==> src/rxdd_pkg.sv <==
// Constants, field layout and state type of the receive descriptor decoder.
// Assumes a 32-bit APB register port and 32-bit host memory words.
package rxdd_pkg;

    // Register byte offsets
    localparam logic [7:0]  RXDD_CTRL_OFS   = 8'h00;
    localparam logic [7:0]  RXDD_BASE_OFS   = 8'h04;
    localparam logic [7:0]  RXDD_POLL_OFS   = 8'h08;
    localparam logic [7:0]  RXDD_STATUS_OFS = 8'h0C;
    localparam logic [7:0]  RXDD_CUR_OFS    = 8'h10;
    localparam logic [7:0]  RXDD_CTLW_OFS   = 8'h14;

    // Register reset values and field positions
    localparam logic [31:0] RXDD_ZERO_WORD  = 32'h0000_0000;
    localparam int          RXDD_RUN_BIT    = 0;
    localparam int          RXDD_SUSP_BIT   = 4;

    // Descriptor word fields
    localparam int          RXDD_OWN_BIT    = 31;
    localparam int          RXDD_WRAP_BIT   = 25;
    localparam int          RXDD_CHAIN_BIT  = 24;
    localparam int          RXDD_LEN2_LO    = 11;
    localparam int          RXDD_LEN1_LO    = 0;
    localparam int          RXDD_LEN_W      = 11;
    localparam int          RXDD_ADDR_W     = 32;
    localparam logic [10:0] RXDD_LEN_ZERO   = 11'h000;

    // Descriptor stepping
    localparam logic [31:0] RXDD_DESC_STRIDE = 32'h0000_0010;
    localparam logic [1:0]  RXDD_LAST_WORD   = 2'h3;

    // Buffer entry queue
    localparam int          RXDD_FIFO_DEPTH = 16;
    localparam int          RXDD_ENTRY_W    = RXDD_ADDR_W + RXDD_LEN_W + 1;

    // Fetch engine states
    typedef enum logic [2:0] {
        RXDD_IDLE,
        RXDD_FETCH,
        RXDD_PUSH1,
        RXDD_PUSH2,
        RXDD_NEXT,
        RXDD_SUSP
    } rxdd_state_t;

endpackage : rxdd_pkg

==> src/rxdd_fifo.sv <==
// Parameterised FIFO holding decoded buffer entries.
// Assumes one clock; output data and valid come straight from registers.
module rxdd_fifo #(
    parameter int WIDTH = 44,
    parameter int DEPTH = 16
) (
    input  wire logic             clk,
    input  wire logic             rst_n,
    input  wire logic             in_valid,
    output logic                  in_ready,
    input  wire logic [WIDTH-1:0] in_data,
    output logic                  out_valid,
    input  wire logic             out_ready,
    output logic      [WIDTH-1:0] out_data
);
    localparam int AW = $clog2(DEPTH);

    logic [WIDTH-1:0] mem [DEPTH];   // Storage array
    logic [AW-1:0]    wr_ptr;        // Write index
    logic [AW-1:0]    rd_ptr;        // Read index
    logic [AW:0]      count;         // Words held in array
    logic             push;          // Accepted write
    logic             pop;           // Array word moved to output

    assign in_ready = (count != (AW+1)'(DEPTH));
    assign push     = in_valid && in_ready;
    assign pop      = (count != '0) && (!out_valid || out_ready);

    // Array write
    always_ff @(posedge clk)
    begin
        if (push)
            mem[wr_ptr] <= in_data;
    end

    // Pointers and fill count
    always_ff @(posedge clk or negedge rst_n)
    begin
        if (!rst_n)
        begin
            wr_ptr <= '0;
            rd_ptr <= '0;
            count  <= '0;
        end
        else
        begin
            if (push)
                wr_ptr <= wr_ptr + 1'b1;
            if (pop)
                rd_ptr <= rd_ptr + 1'b1;
            count <= count + (AW+1)'(push) - (AW+1)'(pop);
        end
    end

    // Registered output stage
    always_ff @(posedge clk or negedge rst_n)
    begin
        if (!rst_n)
        begin
            out_valid <= 1'b0;
            out_data  <= '0;
        end
        else if (pop)
        begin
            out_valid <= 1'b1;
            out_data  <= mem[rd_ptr];
        end
        else if (out_ready)
            out_valid <= 1'b0;
    end

endmodule : rxdd_fifo

==> src/rxdd_decoder.sv <==
// Receive descriptor decoder: fetches descriptors, decodes the control
// word, queues buffer entries and walks the descriptor list.
// Assumes an APB master, a memory read port on pclk and a buffer consumer.
module rxdd_decoder
    import rxdd_pkg::*;
(
    input  wire logic        pclk,
    input  wire logic        presetn,
    input  wire logic [7:0]  paddr,
    input  wire logic        psel,
    input  wire logic        penable,
    input  wire logic        pwrite,
    input  wire logic [31:0] pwdata,
    output logic      [31:0] prdata,
    output logic             pready,
    output logic             pslverr,
    output logic             mem_rd_req,
    output logic      [31:0] mem_rd_addr,
    input  wire logic        mem_rd_ack,
    input  wire logic [31:0] mem_rd_data,
    output logic             buf_valid,
    input  wire logic        buf_ready,
    output logic      [31:0] buf_addr,
    output logic      [10:0] buf_len,
    output logic             buf_second
);

    rxdd_state_t              state;          // Fetch engine state
    logic                     run;            // Software enable
    logic [31:0]              list_base;      // Receive list base pointer
    logic                     poll_pend;      // Resume request pending
    logic [31:0]              cur_desc;       // Current descriptor address
    logic [1:0]               word_idx;       // Word being fetched
    logic                     ring_wrap_flag;     // Last descriptor in ring
    logic                     chain_pointer_flag; // Fourth word is next pointer
    logic [RXDD_LEN_W-1:0]    first_buf_len;  // First buffer length
    logic [RXDD_LEN_W-1:0]    second_buf_len; // Second buffer length
    logic [31:0]              rx_desc_word1;  // Last control word seen
    logic [31:0]              rx_desc_word2;  // First buffer pointer
    logic [31:0]              rx_desc_word3;  // Second pointer word
    logic                     apb_access;     // Access phase, not answered
    logic                     apb_wr;         // Write takes effect
    logic                     chained;        // Chain honoured
    logic                     buf2_used;      // Second buffer carries data
    logic                     push_valid;     // Entry offered to FIFO
    logic [RXDD_ENTRY_W-1:0]  push_data;      // Entry contents
    logic                     push_ready;     // FIFO has room
    logic [RXDD_ENTRY_W-1:0]  fifo_out;       // FIFO output word
    logic [31:0]              next_desc;      // Address of following descriptor
    logic [31:0]              status_word;    // Status read value
    logic                     mapped;         // Address decodes

    // APB handshake terms
    assign apb_access = psel && penable && !pready;
    assign apb_wr     = psel && penable && pready && pwrite;

    // Address decode
    always_comb
    begin
        case (paddr)
            RXDD_CTRL_OFS, RXDD_BASE_OFS, RXDD_POLL_OFS,
            RXDD_STATUS_OFS, RXDD_CUR_OFS, RXDD_CTLW_OFS:
                mapped = 1'b1;
            default:
                mapped = 1'b0;
        endcase
    end

    // Status word: state code and suspended flag
    always_comb
    begin
        status_word = RXDD_ZERO_WORD;
        status_word[2:0] = state;
        status_word[RXDD_SUSP_BIT] = (state == RXDD_SUSP);
    end

    // APB answer: one wait cycle, then ready with data
    always_ff @(posedge pclk or negedge presetn)
    begin
        if (!presetn)
        begin
            pready  <= 1'b0;
            pslverr <= 1'b0;
            prdata  <= RXDD_ZERO_WORD;
        end
        else if (apb_access)
        begin
            pready  <= 1'b1;
            pslverr <= !mapped;
            prdata  <= RXDD_ZERO_WORD;
            if (!pwrite)
            begin
                case (paddr)
                    RXDD_CTRL_OFS:   prdata <= {31'h0000_0000, run};
                    RXDD_BASE_OFS:   prdata <= list_base;
                    RXDD_STATUS_OFS: prdata <= status_word;
                    RXDD_CUR_OFS:    prdata <= cur_desc;
                    RXDD_CTLW_OFS:   prdata <= rx_desc_word1;
                    default:         prdata <= RXDD_ZERO_WORD;
                endcase
            end
        end
        else
        begin
            pready  <= 1'b0;
            pslverr <= 1'b0;
        end
    end

    // Control and base registers
    always_ff @(posedge pclk or negedge presetn)
    begin
        if (!presetn)
        begin
            run       <= 1'b0;
            list_base <= RXDD_ZERO_WORD;
        end
        else if (apb_wr)
        begin
            if (paddr == RXDD_CTRL_OFS)
                run <= pwdata[RXDD_RUN_BIT];
            if (paddr == RXDD_BASE_OFS)
                list_base <= pwdata;
        end
    end

    // Resume request: a new write wins over the consume
    always_ff @(posedge pclk or negedge presetn)
    begin
        if (!presetn)
            poll_pend <= 1'b0;
        else if (apb_wr && paddr == RXDD_POLL_OFS)
            poll_pend <= 1'b1;
        else if (state == RXDD_SUSP)
            poll_pend <= 1'b0;
    end

    // Decoding of the control word
    // wrap overrides chain
    assign chained   = chain_pointer_flag && !ring_wrap_flag;
    assign buf2_used = !chained && (second_buf_len != RXDD_LEN_ZERO);

    // Following descriptor address
    always_comb
    begin
        if (ring_wrap_flag)
            next_desc = list_base;
        else if (chain_pointer_flag)
            next_desc = rx_desc_word3;
        else
            next_desc = cur_desc + RXDD_DESC_STRIDE;
    end

    // Entry offered to the FIFO
    always_comb
    begin
        push_valid = 1'b0;
        push_data  = '0;
        if (state == RXDD_PUSH1 && first_buf_len != RXDD_LEN_ZERO)
        begin
            push_valid = 1'b1;
            push_data  = {rx_desc_word2, first_buf_len, 1'b0};
        end
        else if (state == RXDD_PUSH2 && buf2_used)
        begin
            push_valid = 1'b1;
            push_data  = {rx_desc_word3, second_buf_len, 1'b1};
        end
    end

    // Memory read port: request held until acknowledged
    always_ff @(posedge pclk or negedge presetn)
    begin
        if (!presetn)
        begin
            mem_rd_req  <= 1'b0;
            mem_rd_addr <= RXDD_ZERO_WORD;
        end
        else if (mem_rd_req)
        begin
            // Drop after the answer
            if (mem_rd_ack)
                mem_rd_req <= 1'b0;
        end
        else if (state == RXDD_FETCH && !mem_rd_ack)
        begin
            mem_rd_req  <= 1'b1;
            mem_rd_addr <= cur_desc + {28'h000_0000, word_idx, 2'b00};
        end
    end

    // Capture of fetched descriptor words
    always_ff @(posedge pclk or negedge presetn)
    begin
        if (!presetn)
        begin
            ring_wrap_flag     <= 1'b0;
            chain_pointer_flag <= 1'b0;
            first_buf_len      <= RXDD_LEN_ZERO;
            second_buf_len     <= RXDD_LEN_ZERO;
            rx_desc_word1      <= RXDD_ZERO_WORD;
            rx_desc_word2      <= RXDD_ZERO_WORD;
            rx_desc_word3      <= RXDD_ZERO_WORD;
        end
        else if (state == RXDD_FETCH && mem_rd_req && mem_rd_ack)
        begin
            case (word_idx)
                2'h1:
                begin
                    rx_desc_word1      <= mem_rd_data;
                    ring_wrap_flag     <= mem_rd_data[RXDD_WRAP_BIT];
                    chain_pointer_flag <= mem_rd_data[RXDD_CHAIN_BIT];
                    first_buf_len  <= mem_rd_data[RXDD_LEN1_LO +: RXDD_LEN_W];
                    second_buf_len <= mem_rd_data[RXDD_LEN2_LO +: RXDD_LEN_W];
                end
                2'h2:
                    rx_desc_word2 <= mem_rd_data;
                2'h3:
                    rx_desc_word3 <= mem_rd_data;
                default:
                    ;
            endcase
        end
    end

    // Fetch engine
    always_ff @(posedge pclk or negedge presetn)
    begin
        if (!presetn)
        begin
            state    <= RXDD_IDLE;
            cur_desc <= RXDD_ZERO_WORD;
            word_idx <= 2'h0;
        end
        else
        begin
            case (state)
                // Start at the list base
                RXDD_IDLE:
                begin
                    if (run)
                    begin
                        cur_desc <= list_base;
                        word_idx <= 2'h0;
                        state    <= RXDD_FETCH;
                    end
                end
                // Read the four words in order
                RXDD_FETCH:
                begin
                    if (mem_rd_req && mem_rd_ack)
                    begin
                        if (word_idx == 2'h0 && !mem_rd_data[RXDD_OWN_BIT])
                            state <= RXDD_SUSP;
                        else if (word_idx == RXDD_LAST_WORD)
                            state <= RXDD_PUSH1;
                        else
                            word_idx <= word_idx + 2'h1;
                    end
                end
                // First buffer entry, waits for room
                RXDD_PUSH1:
                begin
                    if (!push_valid || push_ready)
                        state <= RXDD_PUSH2;
                end
                // Second buffer entry, waits for room
                RXDD_PUSH2:
                begin
                    if (!push_valid || push_ready)
                        state <= RXDD_NEXT;
                end
                // Move to the following descriptor
                RXDD_NEXT:
                begin
                    cur_desc <= next_desc;
                    word_idx <= 2'h0;
                    state    <= run ? RXDD_FETCH : RXDD_IDLE;
                end
                // Suspended until a resume write, or back to idle once run is cleared
                RXDD_SUSP:
                begin
                    word_idx <= 2'h0;
                    if (!run)
                        state <= RXDD_IDLE;
                    else if (poll_pend)
                        state <= RXDD_FETCH;
                end
                default:
                    state <= RXDD_IDLE;
            endcase
        end
    end

    // Buffer entry queue
    rxdd_fifo #(
        .WIDTH (RXDD_ENTRY_W),
        .DEPTH (RXDD_FIFO_DEPTH)
    ) u_fifo (
        .clk       (pclk),
        .rst_n     (presetn),
        .in_valid  (push_valid),
        .in_ready  (push_ready),
        .in_data   (push_data),
        .out_valid (buf_valid),
        .out_ready (buf_ready),
        .out_data  (fifo_out)
    );

    // Entry fields on the consumer port
    assign buf_addr   = fifo_out[RXDD_ENTRY_W-1 -: RXDD_ADDR_W];
    assign buf_len    = fifo_out[RXDD_LEN_W:1];
    assign buf_second = fifo_out[0];

endmodule : rxdd_decoder

==> config.mk <==
export PLATFORM = sky130hd
export DESIGN_NAME = rxdd_decoder
export DESIGN_NICKNAME = d
export VERILOG_FILES = /design/src/rxdd_pkg.sv /design/src/rxdd_fifo.sv /design/src/rxdd_decoder.sv
export SDC_FILE = /design/constraint.sdc
export NUM_CORES = 1
export LEC_CHECK = 0
export CAP_MARGIN = 40
export CELL_PAD_IN_SITES_DETAIL_PLACEMENT = 0
export CELL_PAD_IN_SITES_GLOBAL_PLACEMENT = 2
export CORE_MARGIN = 3
export CORE_UTILIZATION = 48
export DETAILED_ROUTE_END_ITERATION = 8
export DONT_BUFFER_PORTS = 1
export HOLD_SLACK_MARGIN = 0.08
export PLACE_DENSITY_LB_ADDON = 0.1
export SLEW_MARGIN = 10
export SYNTH_ARGS = -nofsm -noshare
export SYNTH_HDL_FRONTEND = slang
export SYNTH_SLANG_ARGS = --single-unit
==> constraint.sdc <==
create_clock -name pclk -period 9.3 [get_ports pclk]
set_clock_uncertainty 0.1 [all_clocks]
set_input_delay 0.93 -clock pclk [delete_from_list [all_inputs] [get_ports pclk]]
set_output_delay 0.93 -clock pclk [all_outputs]
set_load 0.1 [all_outputs]
== After elaboration in Yosys (flattened, before gate mapping) ==
Memories as Yosys holds them, arrays and structs flattened. A register that Yosys moved wholly into a read port is not among the register bits.
Index checks and enable logic that the tools add are counted.

* Reduce and logical (&&, ||, !) cells: 48
* Equal/unequal tests: 22
* Bitwise gates (word level): 1
* Mux-type cells: 37
* Add/sub/neg operators: 7

{| class="wikitable"
|+ Operator list
! operator !! number
|-
| one-hot mux 32 bit (5 select lines) || 1
|-
| 2-to-1 mux 32 bit || 4
|-
| 2-to-1 mux 44 bit || 2
|-
| one-hot mux 32 bit (2 select lines) || 1
|-
| adder 32 x 4 -> 32 bit || 1
|-
| adder 32 x 5 -> 32 bit (second input constant) || 1
|-
| 2-to-1 mux 3 bit || 8
|-
| nonzero test 11 bit || 2
|-
| one-hot mux 3 bit (6 select lines) || 1
|-
| == test 8 x 4 -> 1 bit (second input constant) || 2
|-
| == test 8 x 5 -> 1 bit (second input constant) || 2
|-
| logical AND 1 bit || 16
|-
| 2-to-1 mux 1 bit || 15
|-
| AND reduction 2 bit || 7
|-
| logical NOT 1 bit || 9
|-
| adder 4 x 1 -> 4 bit (second input constant) || 2
|-
| == test 8 x 3 -> 1 bit (second input constant) || 1
|-
| logical NOT 8 bit || 1
|-
| 2-to-1 mux 2 bit || 4
|-
| == test 3 x 2 -> 1 bit (second input constant) || 2
|-
| == test 3 bit (second input constant) || 2
|-
| != test 2 x 1 -> 1 bit (second input constant) || 3
|-
| != test 2 bit (second input constant) || 3
|-
| one-hot mux 2 bit (3 select lines) || 1
|-
| 20 further kinds || 24
|}

* Flip-flop bits (word level): 272
* Output and inout port bits: 112
* Input port bits: 79
* Bits in writable memories: 704
* Memories kept: 1

{| class="wikitable"
|+ Memory list
! name !! words !! width !! rd ports !! clocked after memory_dff !! wr ports !! RTL line !! text
|-
| u_fifo.mem || 16 || 44 || 1 || 1 || 1 || rxdd_fifo.sv:18 || <nowiki>logic [WIDTH-1:0] mem [DEPTH];</nowiki>
|}

== Longest topological paths before layout ==
Gate-level depths: netlist of the first run.

* Depth in word-level cells: 11
* Depth in mapped cells: 15
* Depth with buffers taken out: 15

== Modules after synthesis ==
Synthesis of the first run repeated with hierarchy kept, for this count alone.

* Cells, all modules: 2338
* Area, all modules: 40430.0 um2

{| class="wikitable"
|+ By module, submodules not included
! module !! area each (um2) !! times used !! seq. area each (um2) !! cells each
|-
| rxdd_fifo || 28748.8 || 1 || 22591.7 || 1262
|-
| rxdd_decoder || 11681.2 || 1 || 5855.6 || 1076
|}

== Least setup slack after synthesis of the first run ==
OpenSTA, ideal clock, no wires.

* Path kind: register to register
* Start point: register state[2]
* End point: memory u_fifo.mem[0][0], enable pin
* Arrival: 5.824 ns
* Required time: 8.630 ns
* Stages on the path, launching flop included: 7
* Clock period less this slack: 6.494 ns
* Library setup time: 0.570 ns
* Path slack: 2.806 ns
* Path through: dfrtp_1 clkbuf_1 nor2b_1 and3_1 o41a_1 o21ai_4 nor4b_1

* Longest elaborated chain between the ends: 7
* Elaborated cells between the ends (all ways): 9

{| class="wikitable"
|+ RTL lines
! element !! RTL line !! text
|-
| from (decl) || rxdd_decoder.sv:28 || <nowiki>rxdd_state_t state;</nowiki>
|-
| from (signal assigned) || rxdd_decoder.sv:278 || <nowiki>state <= run ? RXDD_FETCH : RXDD_IDLE;</nowiki>
|-
| == test 3 x 2 -> 1 bit || rxdd_decoder.sv:164 || <nowiki>else if (state == RXDD_PUSH2 && buf2_used)</nowiki>
|-
| logical AND 1 bit || rxdd_decoder.sv:164 ||
|-
| 2-to-1 mux 1 bit || rxdd_decoder.sv:164 ||
|-
| 2-to-1 mux 1 bit (*) || rxdd_decoder.sv:159 || <nowiki>if (state == RXDD_PUSH1 && first_buf_len != RXDD_LEN_ZERO)</nowiki>
|-
| logical AND 1 bit (*) || rxdd_fifo.sv:26 || <nowiki>assign push = in_valid && in_ready;</nowiki>
|-
| 2-to-1 mux 1 bit (*) || rxdd_fifo.sv:32 || <nowiki>if (push)</nowiki>
|-
| 2-to-1 mux 1 bit (not written as such) (*) || rxdd_fifo.sv:33 || <nowiki>mem[wr_ptr] <= in_data;</nowiki>
|-
| to (decl) || rxdd_fifo.sv:18 ||
|}

Mark *: on every way between the ends. The rest lies on a longest branch, timed or not.

== Final worst setup path of the first run ==
* Start point: register state[1]
* End point: memory u_fifo.mem[10][20], enable pin

The elaborated chain is that of the path after synthesis.

==> metrics.md, run 1 <==
| Metric | Value |
|---|---|
| Status | `complete, no violations` |
| CTS tree | `yes` |
| Syn Std Cell Area | `0.0406 mm2` |
| Hpwl dp | `63700 um` |
| HP Class | `primary input to register` |
| Chip height | `297 um` |
| DP Area | `0.0451 mm2` |
| #FFs+latches synth | `996` |
| Total power | `12.4 mW` |
| Slew @ Worst Pin | `999 ps` |
| Finished Cell Area | `0.0487 mm2` |
| Post-CTS Resized | `0` |
| Final Util | `58.8%` |
| I/O Pins | `191` |
| Crit path max fanout | `54` |
| Maxcap violations | `0` |
| Leak | `16.0 nW` |
| WL final | `104000 um` |
| Clock H-tree levels | `3` |
| ANT nets after route | `0` |
| Startpoint types | `register` |
| Headroom to the max-slew limit | `33.4%` |
| Full die area | `0.0880 mm2` |
| Total track usage | `24.1%` |
| Worst Path Arrival | `4490 ps` |
| Reg clk slew, reported paths | `70 ps` |
| Via-to-Cell Ratio | `5.94` |
| Area of the core | `0.0829 mm2` |
| Power Density | `254 mW/mm2` |
| Number of distinct library cells after synthesis | `74` |
| Nets | `2686` |
| Period minus WS final | `4300 ps` |
| I/O Buffers | `0` |
| Uppermost layer routed | `met5` |
| Post-synth EDFFs | `704` |
| DRT iter0 DRCs | `2066` |
| Initial core utilization | `48.9%` |
| Routed WL per cell | `27.4 um` |
| Crit Path Category | `register to register` |
| Max-slew violations | `0` |
| Final Cycle Share | `46.3%` |
| TritonCTS Buffers | `104` |
| Synth Warn # | `0` |
| Syn avg cell area | `16.9 um2` |
| Final hold vios | `0` |
| Clock buffer depth | `3` |
| # clock sinks | `996` |
| DR WL met3 | `7050 um` |
| Peak supply drop | `258 uV` |
| Smallest hold slack | `228 ps` |
| Initial antenna violation count | `7` |
| Dominant synthesized flop cell | `edfxtp_1` |
| M1 wire length | `44800 um` |
| GP Congestion | `0.791` |
| Critical Path RT | `9480 ps` |
| Row count | `105` |
| Grt total ovfl | `0` |
| Async SR Flop Fraction | `29.3%` |
| Kind of end point of the critical path | `register` |
| Area grow syn2layout | `20.1%` |
| Worst r2r src | `state[1]` |
| Number of global-route vias before repair | `23301` |
| Reg2reg end | `u_fifo.mem[10][20]` |
| Unrepaired setup endpoints after global routing | `no` |
| Share of cells above drive strength 1 | `24.9%` |
| DRC viols | `0` |
| Worst reg2reg setup slack | `5000 ps` |
| R2R depth | `7` |
| Fin Setup TNS | `0 ps` |
| Post-synthesis sequential area ratio | `70.1%` |
| Clock root cell | `clkbuf_16` |
| Mapped Cells | `2400` |
| Post-synthesis net count | `2499` |
| Pin count of the biggest net entering global routing | `293` |
| Setup violators final | `0` |
| Horiz. Die Dim | `297 um` |
| WL met2 | `50000 um` |
| Crit path capture | `u_fifo.mem[10][20]` |
| Pre-antenna DRT Iters | `5` |
| Routed vias | `22561` |
| Clock Latency Late Sink | `660 ps` |
| Crit path launch | `state[1]` |
| First-pass GRT wire length | `156000 um` |
| Fmax | `232 MHz` |
-- final cells by class --
class | instances | area, um2
Timing Repair Buffer | 245 | 3860
Tap cell | 1123 | 1410
Fill cell | 6168 | 34200
Antenna cell | 4 | 10.0
Clock inverter | 37 | 410
Multi-Input combinational cell | 1219 | 11500
Inverter | 21 | 78.8
Clock buffer | 156 | 3020
Sequential cell | 996 | 28500
-- metrics by stage --
stage                     instances  setup WS (ps)
final                          3801           5000
after global routing           3800           4770
after CTS                      3788           5000
after detailed placement       3594           5020
after global placement         3408           5040
after floorplan                2400           2810
-- worst min path at each step --
stage	startpoint	end	slack (ps)	cells past startpoint
detailed placement	rx_desc_word2[21]	rx_desc_word2[21]	380	1
CTS	mem_rd_ack	mem_rd_req	180	1
finish	mem_rd_ack	mem_rd_req	230	1
global route	mem_rd_ack	mem_rd_req	190	1
floorplan	rx_desc_word2[10]	rx_desc_word2[10]	370	1
global placement	rx_desc_word2[21]	rx_desc_word2[21]	380	1
-- cells in the mapped netlist, types with 4 or more instances --
library cell | count | area, um2
a21o_1 | 33 | 248
xnor2_1 | 23 | 201
edfxtp_1 | 704 | 21100
a22oi_1 | 30 | 225
mux4_2 | 176 | 3960
mux2_1 | 5 | 56.3
buf_2 | 43 | 215
nor4_1 | 7 | 43.8
and3_1 | 21 | 131
nor3_1 | 21 | 105
clkbuf_1 | 107 | 402
a221o_1 | 8 | 80.1
nor4b_1 | 6 | 52.6
o22ai_1 | 29 | 181
a22o_1 | 44 | 385
buf_1 | 9 | 33.8
a21oi_1 | 84 | 420
a31oi_1 | 11 | 68.8
xor2_1 | 16 | 140
nor2b_1 | 4 | 25.0
o32a_1 | 6 | 60.1
dfrtp_1 | 292 | 7310
or4_1 | 4 | 30.0
nor2_1 | 81 | 304
nand2b_1 | 6 | 37.5
nand3_1 | 47 | 235
buf_6 | 4 | 45.0
ha_1 | 18 | 225
mux2i_1 | 89 | 891
nand2_1 | 133 | 499
and2_1 | 4 | 25.0
inv_1 | 20 | 75.1
mux2_2 | 129 | 1450
or3_1 | 5 | 31.3
o21ai_0 | 109 | 546
nand4_1 | 10 | 62.6
-- kinds of logic (layout without fill, tap and decap cells) --
| logic type | after synthesis | after routing | synth area share [%] |
|---|---|---|---|
| other | 0 | 4 | 0 |
| adder cells (fa/ha/maj) | 20 | 20 | 0.654 |
| flip-flops | 996 | 996 | 70.1 |
| AND/OR/NAND/NOR | 378 | 378 | 4.63 |
| buffers and inverters | 185 | 459 | 1.92 |
| XOR/XNOR | 39 | 39 | 0.842 |
| AO/OA/AOI/OAI | 383 | 383 | 6.13 |
| multiplexers | 399 | 399 | 15.7 |
-- power by group --
group / internal (mW) / switching, mW / leakage (nW)
logic: 1.27 / 1.75 / 5.56
registers: 4.87 / 0.365 / 8.74
clock network: 2.44 / 1.69 / 1.68
total: 8.57 / 3.80 / 16.0
-- flip-flops by register name, indices dropped and copies added (netlist names), 5 cells and up --
signal and cells:
second_buf_len 10, u_fifo.mem 704, rx_desc_word3 32, rx_desc_word1 12, list_base 32, mem_rd_addr 32, first_buf_len 10, prdata 32
u_fifo.out_data 44, rx_desc_word2 32, u_fifo.count 5, cur_desc 32
-- cells in the final DEF (no fill, tap or decap), types with 6 or more instances in the layout --
cell type / netlist / final
inv_1: 20 / 20
clkinv_1: 0 / 11
mux2i_1: 89 / 89
dfrtp_1: 292 / 288
a221o_1: 8 / 8
a22o_1: 44 / 44
nand2b_1: 6 / 6
xnor2_1: 23 / 23
clkbuf_1: 107 / 37
bufinv_16: 0 / 7
clkbuf_8: 0 / 14
buf_1: 9 / 70
o32a_1: 6 / 6
buf_16: 0 / 111
clkinv_2: 0 / 15
mux2_2: 129 / 129
ha_1: 18 / 18
a21oi_1: 84 / 84
nor3_1: 21 / 15
edfxtp_1: 704 / 704
xor2_1: 16 / 16
clkbuf_16: 0 / 108
nor3_2: 2 / 7
nand4_1: 10 / 10
o22ai_1: 29 / 29
nand2_1: 133 / 133
mux4_2: 176 / 176
nor2_1: 81 / 77
a22oi_1: 30 / 30
o21ai_0: 109 / 109
nor4_1: 7 / 6
a31oi_1: 11 / 11
nand3_1: 47 / 47
buf_4: 0 / 50
a21o_1: 33 / 33
and3_1: 21 / 21
-- critical path, stage by stage (launching register included) --
cell and delay [ps]:
dfrtp_1 610, nor2b_1 220, and3_1 440, o41a_2 220, buf_4 500, o21ai_4 320, nor3_2 800, buf_4 660
-- layer usage --
layer | GRT usage (%) | up-vias
li1 | - | 9813
met1 | 34.5 | 11887
met2 | 38.4 | 718
met3 | 4.90 | 141
met4 | 5.78 | 2
met5 | 0 | -
-- repair_timing --
item / 4_1_cts / 5_1_grt
endpoints found under the hold margin: 292 / 29
buffers inserted: 0 / 0
hold buffers: 1 / 1
setup endpoints to repair: 0 / 0
Power figures use the tool's default switching activity.
==> run 2: changes to the inputs <==
==> constraint.sdc (replaced) <==
create_clock -name pclk -period 4 [get_ports pclk]
set_clock_uncertainty 0.1 [all_clocks]
set_input_delay 0.4 -clock pclk [delete_from_list [all_inputs] [get_ports pclk]]
set_output_delay 0.4 -clock pclk [all_outputs]
set_load 0.1 [all_outputs]
==> metrics.md, run 2 (synthesis gave the netlist of run 1 again) <==
| Metric | Value |
|---|---|
| Status | `complete, but fails checks` |
| Violated checks | `hold timing` |
| Nets | `2772` |
| Worst r2r src | `first_buf_len[1]` |
| Slew @ Worst Pin | `966 ps` |
| Full die area | `0.0880 mm2` |
| Crit path max fanout | `15` |
| Horiz. Die Dim | `297 um` |
| I/O Buffers | `0` |
| GP Congestion | `0.804` |
| Fin Setup TNS | `0 ps` |
| Routed WL per cell | `28.0 um` |
| Peak supply drop | `478 uV` |
| DRT iter0 DRCs | `2122` |
| Pre-CTS WS | `570 ps` |
| DRC viols | `0` |
| Hpwl dp | `66100 um` |
| Crit Path Category | `register to register` |
| Commonest non-fill, non-tap cells in the layout | `704 x edfxtp_1, 288 x dfrtp_1, 176 x mux4_2` |
| # clock sinks | `996` |
| Filler cell count in the final layout | `6088` |
| Setup violators final | `0` |
| Clock buffer depth | `3` |
| Final worst slack | `566 ps` |
| Clock root cell | `clkbuf_16` |
| TritonCTS Buffers | `102` |
| First-pass GRT wire length | `162000 um` |
| Number of global-route vias before repair | `24183` |
| DP Area | `0.0454 mm2` |
| I/O Pins | `191` |
| Max reg flops | `704` |
| Smallest hold slack | `-648 ps` |
| Routed vias | `23198` |
| CTS tree | `yes` |
| WL final | `109000 um` |
| Chip height | `297 um` |
| Power Density | `585 mW/mm2` |
| Worst Path Arrival | `3900 ps` |
| Initial core utilization | `48.9%` |
| ANT nets after route | `0` |
| Post-CTS Setup Bufs | `0` |
| Grt total ovfl | `0` |
| Critical Path RT | `4460 ps` |
| Maxcap violations | `0` |
| R2R depth | `12` |
| Pre-antenna DRT Iters | `5` |
| Kind of end point of the critical path | `register` |
| Via-to-Cell Ratio | `5.97` |
| Final hold vios | `292` |
| Commonest non-fill, non-tap cell in the layout | `edfxtp_1` |
| Initial antenna violation count | `6` |
| Area of the core | `0.0829 mm2` |
| Pin count of the biggest net entering global routing | `293` |
| Worst reg2reg setup slack | `570 ps` |
| Regs by FF count | `u_fifo.mem x704, u_fifo.out_data x44` |
| Clock Latency Late Sink | `650 ps` |
| Area grow syn2layout | `22.1%` |
| Fmax | `291 MHz` |
| Leak | `17.1 nW` |
| Row count | `105` |
| Final Cycle Share | `85.9%` |
| Clock H-tree levels | `3` |
| Share of cells above drive strength 1 | `24.6%` |
| Headroom to the max-slew limit | `35.6%` |
| Largest Register | `u_fifo.mem` |
| Post-CTS Resized | `0` |
| Unrepaired setup endpoints after global routing | `no` |
| Total track usage | `25.2%` |
| Max-slew violations | `0` |
| Finished Cell Area | `0.0495 mm2` |
| Total power | `29.0 mW` |
| Reg2reg end | `u_fifo.count[4]` |
| HP Class | `primary input to asynchronous set/reset pin` |
| Post-CTS Hold Buffers | `75` |
| Startpoint types | `register` |
| Period minus WS final | `3430 ps` |
| Reg clk slew, reported paths | `60 ps` |
## run 2: routing by layer
| layer | vias to the layer above | track usage, % | wire, um |
|---|---|---|---|
| li1 | 9999 | - | - |
| met1 | 12325 | 36.2 | 47400 |
| met2 | 721 | 40.6 | 52400 |
| met3 | 151 | 4.86 | 7020 |
| met4 | 2 | 5.53 | 2050 |
| met5 | - | 0 | 13 |
## run 2: cell type report
cell class / count / area (um2) / share of cell area, %
clock buffers: 154 / 2950 / 5.96
multi-input cells: 1219 / 11500 / 23.2
repair buffers: 333 / 4770 / 9.63
clock inverters: 37 / 370 / 0.748
well taps: 1123 / 1410 / 2.84
inverters: 21 / 78.8 / 0.159
flip-flops and latches: 996 / 28500 / 57.4
diodes: 5 / 12.5 / 0.0253
## run 2: critical path: stages, from the launching register on
cell,delay [ps]
dfrtp_1,450
or4_1,520
o31a_2,390
o21ai_4,690
inv_2,160
ha_1,240
inv_1,80
fa_1,210
inv_1,50
a21oi_1,140
nor2_1,60
nor2_1,120
xnor2_1,130
## run 2: power by group
group	leakage, nW	internal (mW)	switching, mW
sequential	9.51	11.3	0.906
combinational	6.02	3.12	4.22
clock	1.61	5.49	3.94
## run 2: through the flow
stage               util, %  std cells
floorplan                 -       2400
detailed placement     54.7       3612
CTS                    59.6       3878
global route           59.8       3886
global placement       51.0       3434
finish                 59.8       3888
## run 2: how the worst max path moves through the flow
stage,start,end,slack [ps],cells past startpoint
finish,first_buf_len[1],u_fifo.count[4],570,12
global route,state[1],u_fifo.count[4],330,13
CTS,first_buf_len[1],u_fifo.count[4],540,12
detailed placement,first_buf_len[1],u_fifo.count[4],570,12
global placement,first_buf_len[1],u_fifo.count[4],500,12
floorplan,state[2],u_fifo.mem[10][0],-1090,7
